<file path="src/include/cra_pkg.sv">
package cra_pkg;

    // apb geometry
    localparam int CRA_AW = 8;
    localparam int CRA_DW = 32;

    // register byte offsets
    localparam logic [7:0] CRA_OFF_CMD = 8'h00;
    localparam logic [7:0] CRA_OFF_ACC = 8'h04;
    localparam logic [7:0] CRA_OFF_STATUS = 8'h08;
    localparam logic [7:0] CRA_OFF_FADDR = 8'h0C;
    localparam logic [7:0] CRA_OFF_FDATA = 8'h10;
    localparam logic [7:0] CRA_OFF_DIR = 8'h14;
    localparam logic [7:0] CRA_OFF_WDOG = 8'h18;
    localparam logic [7:0] CRA_OFF_STATE = 8'h1C;

    // file register space and operand codes of the direction load
    localparam int CRA_FAW = 7;
    localparam logic [6:0] CRA_DIR_A = 7'h05;
    localparam logic [6:0] CRA_DIR_B = 7'h06;
    localparam logic [6:0] CRA_DIR_C = 7'h07;

    // watchdog
    localparam int CRA_PRE_W = 8;
    localparam logic [7:0] CRA_WDOG_CLR = 8'h00;

    // reset values
    localparam logic [7:0] CRA_ACC_RST = 8'h00;
    localparam logic [7:0] CRA_DIR_RST = 8'hFF;
    localparam logic [6:0] CRA_FADDR_RST = 7'h00;

    typedef enum logic [3:0] {
        OP_ROTATE_RIGHT_CARRY = 4'h0,
        OP_LITERAL_MINUS_ACC = 4'h1,
        OP_FILE_MINUS_ACC = 4'h2,
        OP_FILE_MINUS_ACC_BORROW = 4'h3,
        OP_NIBBLE_EXCHANGE = 4'h4,
        OP_XOR_LITERAL = 4'h5,
        OP_XOR_FILE = 4'h6,
        OP_DIRECTION_LOAD = 4'h7,
        OP_SLEEP = 4'h8
    } cra_op_e;

    // command word: op in [3:0], file address [10:4], dest [11], lit [19:12]
    typedef struct packed {
        logic [7:0] lit;
        logic dest;
        logic [6:0] faddr;
        cra_op_e op;
    } cra_cmd_s;
    localparam int CRA_CMD_W = 20;

    // status word: c in bit 0 upward; the two power flags are active low
    typedef struct packed {
        logic expiry_flag_n;
        logic power_down_flag_n;
        logic z;
        logic half_borrow_flag;
        logic c;
    } cra_flags_s;
    localparam int CRA_FLAGS_W = 5;
    localparam int CRA_FLAGS_SW_W = 3;
    localparam cra_flags_s CRA_FLAGS_RST = 5'h18;

    typedef enum logic [1:0] {
        ST_IDLE = 2'b00,
        ST_FETCH = 2'b01,
        ST_DONE = 2'b10
    } cra_state_e;

endpackage

</file>
<file path="src/cra_alu_core.sv">
// Implementation choices: the APB interface to the registers and the register addresses.
`timescale 1ns/1ps
module cra_alu_core
    import cra_pkg::*;
#(
    parameter int PRE_W = CRA_PRE_W
) (
    // clock and reset
    input wire logic pclk,
    input wire logic presetn,
    // apb slave
    input wire logic [CRA_AW-1:0] paddr,
    input wire logic psel,
    input wire logic penable,
    input wire logic pwrite,
    input wire logic [CRA_DW-1:0] pwdata,
    output logic [CRA_DW-1:0] prdata,
    output logic pready,
    output logic pslverr,
    // wake pin, asynchronous
    input wire logic wake_pin,
    // port direction registers
    output logic [7:0] port_a_direction,
    output logic [7:0] port_b_direction,
    output logic [7:0] port_c_direction,
    // power state
    output logic osc_run,
    output logic cpu_halted
);
    cra_state_e st_q, st_d;
    cra_cmd_s cmd_in, cmd_q, cmd_d;
    cra_flags_s flags_q, flags_d;
    logic [7:0] acc_q, acc_d;
    logic [6:0] faddr_q, faddr_d;
    logic [7:0] dir_a_q, dir_a_d, dir_b_q, dir_b_d, dir_c_q, dir_c_d;
    logic [CRA_DW-1:0] prdata_q, prdata_d;
    logic pready_q, pready_d, pslverr_q, pslverr_d;
    logic asleep_q, asleep_d, osc_q, osc_d;
    logic wake_meta_q, wake_s_q;
    logic [PRE_W-1:0] pre_q, pre_d;
    logic [7:0] wdog_q, wdog_d;
    logic mem_we;
    logic [6:0] mem_raddr, mem_waddr;
    logic [7:0] mem_wdata, mem_rdata;
    logic is_cmd, cmd_legal, reg_op, lit_op, exec_go, sleep_go, wr_res;
    logic borrow, flag_c;
    logic [7:0] opnd, res, cmd_lit;
    logic [8:0] diff;
    logic [4:0] nib;

    assign cmd_in = cra_cmd_s'(pwdata[CRA_CMD_W-1:0]);
    assign cmd_lit = cmd_in.lit;
    assign flag_c = flags_q.c;
    assign is_cmd = (paddr == CRA_OFF_CMD);

    cra_file_mem #(
        .AW(CRA_FAW),
        .DW(8)
    ) u_file (
        .clk(pclk),
        .we(mem_we),
        .waddr(mem_waddr),
        .wdata(mem_wdata),
        .raddr(mem_raddr),
        .rdata(mem_rdata)
    );

    // the wake pin is asynchronous to pclk
    always_ff @(posedge pclk or negedge presetn) begin
        if (!presetn) begin
            wake_meta_q <= 1'b0;
            wake_s_q <= 1'b0;
        end else begin
            wake_meta_q <= wake_pin;
            wake_s_q <= wake_meta_q;
        end
    end

    // command decode and datapath
    always_comb begin
        reg_op = cmd_in.op inside {OP_ROTATE_RIGHT_CARRY, OP_FILE_MINUS_ACC,
            OP_FILE_MINUS_ACC_BORROW, OP_NIBBLE_EXCHANGE, OP_XOR_FILE};
        lit_op = cmd_in.op inside {OP_LITERAL_MINUS_ACC, OP_XOR_LITERAL};
        cmd_legal = reg_op || lit_op || (cmd_in.op == OP_SLEEP) ||
            (cmd_in.op == OP_DIRECTION_LOAD &&
             cmd_in.faddr >= CRA_DIR_A && cmd_in.faddr <= CRA_DIR_C);
        exec_go = (st_q == ST_FETCH) && pwrite && is_cmd &&
            !asleep_q && cmd_legal;
        opnd = lit_op ? cmd_in.lit : mem_rdata;
        borrow = (cmd_in.op == OP_FILE_MINUS_ACC_BORROW) && !flags_q.c;
        diff = {1'b0, opnd} - {1'b0, acc_q} - {8'h00, borrow};
        nib = {1'b0, opnd[3:0]} - {1'b0, acc_q[3:0]} - {4'h0, borrow};
    end

    // bus, execution and power state
    always_comb begin
        st_d = st_q;
        cmd_d = cmd_q;
        flags_d = flags_q;
        acc_d = acc_q;
        faddr_d = faddr_q;
        dir_a_d = dir_a_q;
        dir_b_d = dir_b_q;
        dir_c_d = dir_c_q;
        prdata_d = prdata_q;
        pready_d = 1'b0;
        pslverr_d = 1'b0;
        asleep_d = asleep_q;
        osc_d = osc_q;
        sleep_go = 1'b0;
        wr_res = 1'b0;
        res = 8'h00;
        mem_we = 1'b0;
        mem_waddr = cmd_in.faddr;
        mem_raddr = is_cmd ? cmd_in.faddr : faddr_q;
        if (asleep_q && wake_s_q) begin
            asleep_d = 1'b0;
            osc_d = 1'b1;
        end
        if (exec_go) begin
            cmd_d = cmd_in;
            unique case (cmd_in.op)
                OP_ROTATE_RIGHT_CARRY: begin
                    res = {flags_q.c, mem_rdata[7:1]};
                    flags_d.c = mem_rdata[0];
                    wr_res = 1'b1;
                end
                OP_LITERAL_MINUS_ACC, OP_FILE_MINUS_ACC,
                OP_FILE_MINUS_ACC_BORROW: begin
                    res = diff[7:0];
                    flags_d.c = !diff[8];
                    flags_d.half_borrow_flag = !nib[4];
                    flags_d.z = (diff[7:0] == 8'h00);
                    wr_res = 1'b1;
                end
                OP_NIBBLE_EXCHANGE: begin
                    res = {mem_rdata[3:0], mem_rdata[7:4]};
                    wr_res = 1'b1;
                end
                OP_XOR_LITERAL, OP_XOR_FILE: begin
                    res = acc_q ^ opnd;
                    flags_d.z = ((acc_q ^ opnd) == 8'h00);
                    wr_res = 1'b1;
                end
                OP_DIRECTION_LOAD: begin
                    unique case (cmd_in.faddr)
                        CRA_DIR_A: dir_a_d = acc_q;
                        CRA_DIR_B: dir_b_d = acc_q;
                        default: dir_c_d = acc_q;
                    endcase
                end
                OP_SLEEP: begin
                    sleep_go = 1'b1;
                    flags_d.expiry_flag_n = 1'b1;
                    flags_d.power_down_flag_n = 1'b0;
                    asleep_d = 1'b1;
                    osc_d = 1'b0;
                end
                default: begin
                end
            endcase
        end
        // literal ops always land in the accumulator
        if (wr_res && reg_op && cmd_in.dest) begin
            mem_we = 1'b1;
        end else if (wr_res) begin
            acc_d = res;
        end
        mem_wdata = res;
        unique case (st_q)
            ST_IDLE: begin
                if (psel && !penable) begin
                    st_d = ST_FETCH;
                end
            end
            ST_FETCH: begin
                st_d = ST_DONE;
                pready_d = 1'b1;
                prdata_d = '0;
                if (pwrite) begin
                    unique case (paddr)
                        CRA_OFF_CMD: pslverr_d = !exec_go;
                        CRA_OFF_ACC: acc_d = pwdata[7:0];
                        CRA_OFF_STATUS:
                            flags_d[CRA_FLAGS_SW_W-1:0] =
                                pwdata[CRA_FLAGS_SW_W-1:0];
                        CRA_OFF_FADDR: faddr_d = pwdata[6:0];
                        CRA_OFF_FDATA: begin
                            mem_we = 1'b1;
                            mem_waddr = faddr_q;
                            mem_wdata = pwdata[7:0];
                        end
                        default: pslverr_d = 1'b1;
                    endcase
                end else begin
                    unique case (paddr)
                        CRA_OFF_CMD: prdata_d[CRA_CMD_W-1:0] = cmd_q;
                        CRA_OFF_ACC: prdata_d[7:0] = acc_q;
                        CRA_OFF_STATUS:
                            prdata_d[CRA_FLAGS_W-1:0] = flags_q;
                        CRA_OFF_FADDR: prdata_d[6:0] = faddr_q;
                        CRA_OFF_FDATA: prdata_d[7:0] = mem_rdata;
                        CRA_OFF_DIR:
                            prdata_d[23:0] = {dir_c_q, dir_b_q, dir_a_q};
                        CRA_OFF_WDOG:
                            prdata_d[PRE_W+7:0] = {pre_q, wdog_q};
                        CRA_OFF_STATE: prdata_d[1:0] = {osc_q, asleep_q};
                        default: pslverr_d = 1'b1;
                    endcase
                end
            end
            ST_DONE: st_d = ST_IDLE;
            default: st_d = ST_IDLE;
        endcase
    end

    always_ff @(posedge pclk or negedge presetn) begin
        if (!presetn) begin
            st_q <= ST_IDLE;
            cmd_q <= '0;
            flags_q <= CRA_FLAGS_RST;
            acc_q <= CRA_ACC_RST;
            faddr_q <= CRA_FADDR_RST;
            dir_a_q <= CRA_DIR_RST;
            dir_b_q <= CRA_DIR_RST;
            dir_c_q <= CRA_DIR_RST;
            prdata_q <= '0;
            pready_q <= 1'b0;
            pslverr_q <= 1'b0;
            asleep_q <= 1'b0;
            osc_q <= 1'b1;
        end else begin
            st_q <= st_d;
            cmd_q <= cmd_d;
            flags_q <= flags_d;
            acc_q <= acc_d;
            faddr_q <= faddr_d;
            dir_a_q <= dir_a_d;
            dir_b_q <= dir_b_d;
            dir_c_q <= dir_c_d;
            prdata_q <= prdata_d;
            pready_q <= pready_d;
            pslverr_q <= pslverr_d;
            asleep_q <= asleep_d;
            osc_q <= osc_d;
        end
    end

    // watchdog keeps counting while asleep, as a real one would
    always_comb begin
        pre_d = pre_q + 1'b1;
        wdog_d = wdog_q + {7'h00, &pre_q};
        if (sleep_go) begin
            pre_d = '0;
            wdog_d = CRA_WDOG_CLR;
        end
    end

    always_ff @(posedge pclk or negedge presetn) begin
        if (!presetn) begin
            pre_q <= '0;
            wdog_q <= CRA_WDOG_CLR;
        end else begin
            pre_q <= pre_d;
            wdog_q <= wdog_d;
        end
    end

    assign prdata = prdata_q;
    assign pready = pready_q;
    assign pslverr = pslverr_q;
    assign port_a_direction = dir_a_q;
    assign port_b_direction = dir_b_q;
    assign port_c_direction = dir_c_q;
    assign osc_run = osc_q;
    assign cpu_halted = asleep_q;
endmodule

</file>
<file path="src/cra_file_mem.sv">
`timescale 1ns/1ps
module cra_file_mem #(
    parameter int AW = 7,
    parameter int DW = 8
) (
    // clock
    input wire logic clk,
    // write port
    input wire logic we,
    input wire logic [AW-1:0] waddr,
    input wire logic [DW-1:0] wdata,
    // read port, data one edge after the address
    input wire logic [AW-1:0] raddr,
    output logic [DW-1:0] rdata
);
    logic [DW-1:0] mem_q [2**AW];
    logic [DW-1:0] rdata_q;

    always_ff @(posedge clk) begin
        if (we) begin
            mem_q[waddr] <= wdata;
        end
        rdata_q <= mem_q[raddr];
    end

    assign rdata = rdata_q;
endmodule

</file>
<file path="config.mk">
export PLATFORM = sky130hd
export DESIGN_NAME = cra_alu_core
export DESIGN_NICKNAME = d
export VERILOG_FILES = /design/src/include/cra_pkg.sv /design/src/cra_alu_core.sv /design/src/cra_file_mem.sv
export SDC_FILE = /design/constraint.sdc
export NUM_CORES = 2
export LEC_CHECK = 0
export ABC_AREA = 1
export ABC_CLOCK_PERIOD_IN_PS = 9290
export BUFFER_PORTS_ARGS = -buffer_cell sky130_fd_sc_hd__buf_4
export CAP_MARGIN = 5
export CORE_ASPECT_RATIO = 1.2
export CORE_UTILIZATION = 40
export CTS_BUF_LIST = sky130_fd_sc_hd__clkbuf_16
export DETAILED_ROUTE_END_ITERATION = 12
export SETUP_SLACK_MARGIN = 0.02
export SLEW_MARGIN = 40
export SYNTH_ARGS = -nofsm -noshare
export SYNTH_HDL_FRONTEND = slang
export SYNTH_SLANG_ARGS = --single-unit
</file>
<file path="constraint.sdc">
create_clock -name pclk -period 9.29 [get_ports pclk]
set_input_delay 1.858 -clock pclk [delete_from_list [all_inputs] [get_ports pclk]]
set_output_delay 1.858 -clock pclk [all_outputs]
set_load 0.02 [all_outputs]
</file>
Word level (Yosys, flattened, before mapping)
Memories as Yosys holds them, arrays and structs flattened. A register that Yosys moved wholly into a read port is not among the register bits.
Index checks and enable logic that the tools add are counted.
{"block": "word_totals", "out_inout_bits": 60, "inputBits": 46, "ramBits": 1024, "elab_cells": 147, "register_bits": 111, "mem_count": 1}
{"block": "op_classes", "addsub": 6, "muxes": 55, "bitwise": 2, "reduce_logical": 39, "n_eq_ne": 19, "order_cmp": 2}
{"name": "u_file.mem_q", "depth": 128, "width": 8, "rd": 1, "rd_clocked_by_memory_dff": 1, "wr": 1, "line_no": "cra_file_mem.sv:16", "source": "logic [DW-1:0] mem_q [2**AW];"}
{"operator": "$mux W8", "count": 12}
{"operator": "$eq A8 B5 Y1 const B", "count": 4}
{"operator": "$pmux W8 S4", "count": 1}
{"operator": "$mux W7", "count": 4}
{"operator": "$logic_not A8 Y1", "count": 3}
{"operator": "$mux W24", "count": 1}
{"operator": "$pmux W8 S3", "count": 1}
{"operator": "$mux W1", "count": 21}
{"operator": "$pmux W3 S7", "count": 1}
{"operator": "$eq A4 B3 Y1 const B", "count": 4}
{"operator": "$eq A8 B4 Y1 const B", "count": 2}
{"operator": "$pmux W2 S8", "count": 1}
{"operator": "$eq A7 B3 Y1 const B", "count": 2}
{"operator": "$mux W3", "count": 4}
{"operator": "$pmux W2 S6", "count": 1}
{"operator": "$reduce_and A3 Y1", "count": 4}
{"operator": "$logic_and A1 B1 Y1", "count": 11}
{"operator": "$sub A8 B8 Y9", "count": 1}
{"operator": "$sub A9 B1 Y9", "count": 1}
{"operator": "$add A8 B1 Y8", "count": 1}
{"operator": "$add A8 B1 Y8 const B", "count": 1}
{"operator": "$eq A4 B2 Y1 const B", "count": 2}
{"operator": "$eq A8 B3 Y1 const B", "count": 1}
{"operator": "$pmux W4 S2", "count": 1}
{"operator": "other kinds (28)", "count": 38}

Depth between registers and ports, before layout
{"block": "depth", "word_depth": 15, "mapped_depth": 18, "ltp_nobuf": 18}

Hierarchy
From an unflattened synthesis, not the netlist that was laid out.
{"block": "unflattened", "hier_cells": 4431, "area_unflattened_um2": 48649.2}
{"module": "cra_file_mem", "instances": 1, "seq_area_each_um2": 30909.6, "area_per_inst_um2": 42104.1, "cells_each": 3575}
{"module": "cra_alu_core", "instances": 1, "seq_area_each_um2": 2810.2, "area_per_inst_um2": 6545.0, "cells_each": 856}

Least setup slack after synthesis
No wires, ideal clock.
{"block": "synth_timing", "path_type": "input port to flip-flop", "from": "input paddr[7]", "to": "memory u_file.mem_q[0][3] (data pin)", "setup_ns": 1.197, "stages": 9, "t_required_ns": 8.093, "t_arrival_ns": 7.797, "n_path_buf": 2, "path_slack_ns": 0.296, "path_cell_list": "nor2_4 > inv_2 > nor2_2 > inv_2 > nor2_4 > nand2_2 > buf_2 > buf_2 > o21ai_0"}
{"block": "synth_via", "elab_chain_len": 8, "elab_cells_between_ends": 9, "cone_classes": "1 x eq/ne; 4 x mux; 4 x reduce/logical"}
{"item": "from (decl)", "line_no": "cra_alu_core.sv:12", "source": "input wire logic [CRA_AW-1:0] paddr,"}
{"item": "$logic_not A8 Y1", "line_no": "cra_alu_core.sv:54", "source": "assign is_cmd = (paddr == CRA_OFF_CMD);"}
{"item": "$logic_and A1 B1 Y1 (2 in series)", "line_no": "cra_alu_core.sv:87", "source": "exec_go = (st_q == ST_FETCH) && pwrite && is_cmd &&"}
{"item": "$logic_and A1 B1 Y1", "line_no": "cra_alu_core.sv:88", "source": "!asleep_q && cmd_legal;"}
{"item": "$mux W8", "line_no": "cra_alu_core.sv:120", "source": "if (exec_go) begin"}
{"item": "$mux W8", "line_no": "cra_alu_core.sv:181", "source": "unique case (paddr)"}
{"item": "$mux W8", "line_no": "cra_alu_core.sv:180", "source": "if (pwrite) begin"}
{"item": "$mux W8 (*)", "line_no": "cra_alu_core.sv:170", "source": "unique case (st_q)"}
{"item": "net mem_wdata[3]", "line_no": "cra_alu_core.sv:44", "source": "logic [7:0] mem_wdata, mem_rdata;"}
{"item": "to (decl)", "line_no": "cra_file_mem.sv:16"}
Mark *: on every way through the listed nets, which the timed path passes. The rest lies on a longest branch.

Final worst setup path
{"block": "layout_timing", "from": "input pwdata[1]", "to": "memory u_file.mem_q[116][4] (data pin)"}
{"block": "layout_via", "elab_chain_len": 10, "elab_cells_between_ends": 29, "cone_classes": "2 x add/sub; 8 x eq/ne; 6 x mux; 1 x bitwise; 12 x reduce/logical"}
{"item": "from (decl)", "line_no": "cra_alu_core.sv:16", "source": "input wire logic [CRA_DW-1:0] pwdata,"}
{"item": "$eq A4 B1 Y1 (tied with other cells)", "line_no": "cra_alu_core.sv:83, cra_alu_core.sv:122"}
{"item": "$reduce_bool A2 Y1 / $reduce_bool A5 Y1 (equally long branches)", "line_no": "cra_alu_core.sv:83, cra_alu_core.sv:81"}
{"item": "$mux W8 / $logic_or A1 B1 Y1 (equally long branches)", "line_no": "cra_alu_core.sv:89, cra_alu_core.sv:84"}
{"item": "$sub A8 B8 Y9 / $logic_or A1 B1 Y1 (equally long branches)", "line_no": "cra_alu_core.sv:91, cra_alu_core.sv:84"}
{"item": "$sub A9 B1 Y9 / $logic_or A1 B1 Y1 (equally long branches)", "line_no": "cra_alu_core.sv:91, cra_alu_core.sv:84"}
{"item": "$pmux W8 S4 / $logic_and A1 B1 Y1 (equally long branches)", "line_no": "cra_alu_core.sv:122, cra_alu_core.sv:88"}
{"item": "$mux W8 (*)", "line_no": "cra_alu_core.sv:120"}
{"item": "$mux W8", "line_no": "cra_alu_core.sv:181"}
{"item": "$mux W8", "line_no": "cra_alu_core.sv:180"}
{"item": "$mux W8 (*)", "line_no": "cra_alu_core.sv:170"}
{"item": "net mem_wdata[4]", "line_no": "cra_alu_core.sv:44"}
Marked as above.

==> metrics.md <==
| Metric | Value |
|---|---|
| Num rows | `144` |
| Part of the Yosys area used for sequential elements | `65.3%` |
| Share of cells above drive strength 1 | `7.54%` |
| Final WS setup | `3750 ps` |
| Mapped Cells | `5263` |
| Clock Skew | `23.9 ps` |
| Chip width | `330 um` |
| Remaining global-route overflow | `0` |
| Hold Crit Depth | `0` |
| Fin Hold WS | `392 ps` |
| # nets final | `5327` |
| Startpoint class of the critical path | `primary input` |
| Yosys warns | `0` |
| Top post-synthesis cells by area | `edfxtp_1 60%, nand3_1 10%, nand2_1 9.7%` |
| Status | `finished, final reports clean` |
| Register bit total from synthesis | `1143` |
| Iter 0 DRT Violations | `3144` |
| R2R Path Start | `st_q[1]$_DFFE_PN0P_` |
| Cell chain of the critical path | `buf_4, inv_1, nand3_1, o21ai_0, fa_1, inv_1, fa_1, inv_1, o21ai_0, nand2_1, xor2_1, a221oi_1, o22ai_4, buf_4` |
| Largest net degree at the start of global routing | `133` |
| Pre-Repair DR Iteration Count | `6` |
| Total negative slack | `0 ps` |
| Hold Crit Class | `flip-flop to flip-flop` |
| Largest area contributor in the netlist | `edfxtp_1` |
| Die H | `396 um` |
| Post-synth EDFFs | `1024` |
| CTS max path bufs | `3` |
| ANT cells | `0` |
| Clk slew on worst S/H paths | `60 ps` |
| Core ar. | `128000 sq um` |
| Worst Setup SP | `pwdata[1]` |
| Placed cell count | `6831` |
| Max-slew headroom | `34.2%` |
| Final non-filler cell total | `7038` |
| Synth Flop Type | `edfxtp_1` |
| Setup bufs post-CTS | `0` |
| Commonest cells in the netlist | `1337 x nand2_1, 1034 x inv_1, 1029 x nand3_1, 1024 x edfxtp_1, 183 x nor2_1` |
| Most frequent CP cell | `inv_1` |
| R2R depth | `9` |
| Final setup viols | `0` |
| Die area | `131000 sq um` |
| Endpoints failing hold | `0` |
| Pre-CTS setup slack | `3040 ps` |
| FFs w/ async S/R, synth | `9.71%` |
| P&R area growth vs syn | `11.5%` |
| GPL Wtd Cong | `0.928` |
| Routed len/inst | `19.4 um` |
| Wire length of the first global-routing pass | `205000 um` |
| Count leader, synth | `nand2_1` |
| Post_cts resized | `0` |
| Hold_sp | `wake_meta_q$_DFF_PN0_` |
| Maximum VDD drop | `0.000154 V` |
| Synth cell types | `47` |
| Final routed DRC violation total | `0` |
| RSZ-0062 raised after global routing | `false` |
| CTS hold repair buffers | `0` |
| GRT Total Usage | `20.6%` |
| Avg Inst Size Synth | `9.82 sq um` |
| CTS buffer count | `110` |
| H-Tree Depth | `3` |
| CP required | `9690 ps` |
| WL final | `136000 um` |
| Synthesized area | `51700 sq um` |
| Least-Margin Pin Slew | `987 ps` |
| Via Count | `35500` |
| Synth top area share | `59.5%` |
| Root Driver | `clkbuf_16` |
| WP data arrival | `5950 ps` |
| Leakage power | `23.8 nW` |
| PwrDens | `177 nW/um^2` |
| Post-DP HPWL | `79200 um` |
| Crit path max fanout | `60` |
| Vias in the first global route | `33600` |
| Slowest cell delay on critical path | `680 ps` |
| Slowest CP cell | `buf_4` |
| Final Util | `44.9%` |
| Clk sinks | `1143` |
| Critical Path End Type | `flip-flop` |
| Initial core utilization | `40.3%` |
| CP Class | `primary input to flip-flop` |
| TritonCTS clock tree | `done` |
| Highest clock rate | `180 MHz` |
| I/O Buffers | `85` |
| Final min period | `5540 ps` |
| Ports | `106` |
| Max-Cap Viols | `0` |
| Slew Viols, Final | `0` |
| Vias/cell | `5.04` |
| Initial antenna violation count | `1` |
| Share of the clock period used by the worst path | `59.7%` |
| Final ANT Viol Nets | `0` |
| Worst skew pair latency | `710 ps` |
==> final cells by class <==
class                      count  area, sq um
multi-input combinational   2825        13000
timing repair buffer         143         1340
sequential                  1143        33700
clock buffer                 113         2830
tap                         1679         2100
fill                       11900        70700
inverter                    1042         3920
clock inverter                93          674
==> kinds of logic after synthesis <==
| kind of cell | Yosys count | synth area share [%] |
|---|---|---|
| adder cells (fa/ha/maj) | 16 | 0.416 |
| AND/OR/NAND/NOR | 2590 | 21.6 |
| AO/OA/AOI/OAI | 191 | 2.28 |
| XOR/XNOR | 20 | 0.339 |
| buffers and inverters | 1302 | 10.1 |
| other | 1 | 0.00726 |
| flip-flops | 1143 | 65.3 |
==> state kept, by name (all words and copies together) (netlist names), 2 cells and up <==
register          flops
port_a_direction      8
acc_q                 8
port_c_direction      8
faddr_q               7
u_file.mem_q       1024
st_q                  2
cmd_q                20
flags_q               3
pre_q                 8
wdog_q                8
u_file.rdata          8
prdata               24
port_b_direction      8
==> per-stage QoR <==
stage	power [mW]	area [sq um]
after floorplan	5.81	51700
after global placement	5.90	53800
after detailed placement	5.91	54000
after CTS	10.3	57500
after global routing	10.5	57600
final	10.2	57600
==> final timing paths <==
path / end / slack (ps)
max in group asynchronous: acc_q[2]$_DFF_PN0_ / 7120
min reg2reg: wake_s_q$_DFF_PN0_ / 390
max reg2reg: u_file.mem_q[62][6]$_DFFE_PP_ / 4670
max: u_file.mem_q[116][4]$_DFFE_PP_ / 3750
min in group asynchronous: prdata[4]$_DFFE_PN0P_ / 1080
min: wake_s_q$_DFF_PN0_ / 390
==> critical path, delay by kind of cell <==
family	cells	cell delay, ps
and+or+nand+nor	2	560
xor gates and xnor gates	1	230
AOI/OAI and AO/OA	4	1340
buffers and inverters	5	1180
adders and majority gates	2	710
==> layer usage <==
layer  track usage [%]  routed length [um]  share of wire [%]  vias to the layer above
met5                 0                  11             0.0081                        -
li1                  -                   -                  -                    17100
met2              35.5               68000                 50                     1263
met4              8.25                4760                3.5                        2
met3              2.53                8900                6.5                      255
met1              26.2               54700                 40                    16900
==> cells in the final DEF, fill, tap and decap left out, types with 9 or more instances in the layout <==
master | Yosys | routed
a221oi_1 | 16 | 16
edfxtp_1 | 1024 | 1024
nand3_1 | 1029 | 1029
nand2_1 | 1337 | 1332
xor2_1 | 19 | 19
inv_1 | 1034 | 1060
buf_4 | 11 | 120
o21ai_4 | 2 | 10
buf_12 | 0 | 10
bufinv_16 | 0 | 9
ha_1 | 14 | 14
nor2_1 | 183 | 157
a21oi_1 | 22 | 22
o22ai_1 | 14 | 10
clkinv_1 | 1 | 22
o21ai_0 | 93 | 87
dfrtp_1 | 85 | 85
dfstp_2 | 26 | 26
clkinv_2 | 0 | 24
clkbuf_16 | 0 | 113
nor2_2 | 5 | 31
==> report_power, final <==
part           leakage [nW]  switching [mW]  internal (mW)
clock                  1.84            1.93           2.45
combinational          8.59           0.187         0.0703
sequential             13.4          0.0108           5.53
total                  23.8            2.13           8.05
Note: power is estimated with default switching activity, not from simulation.
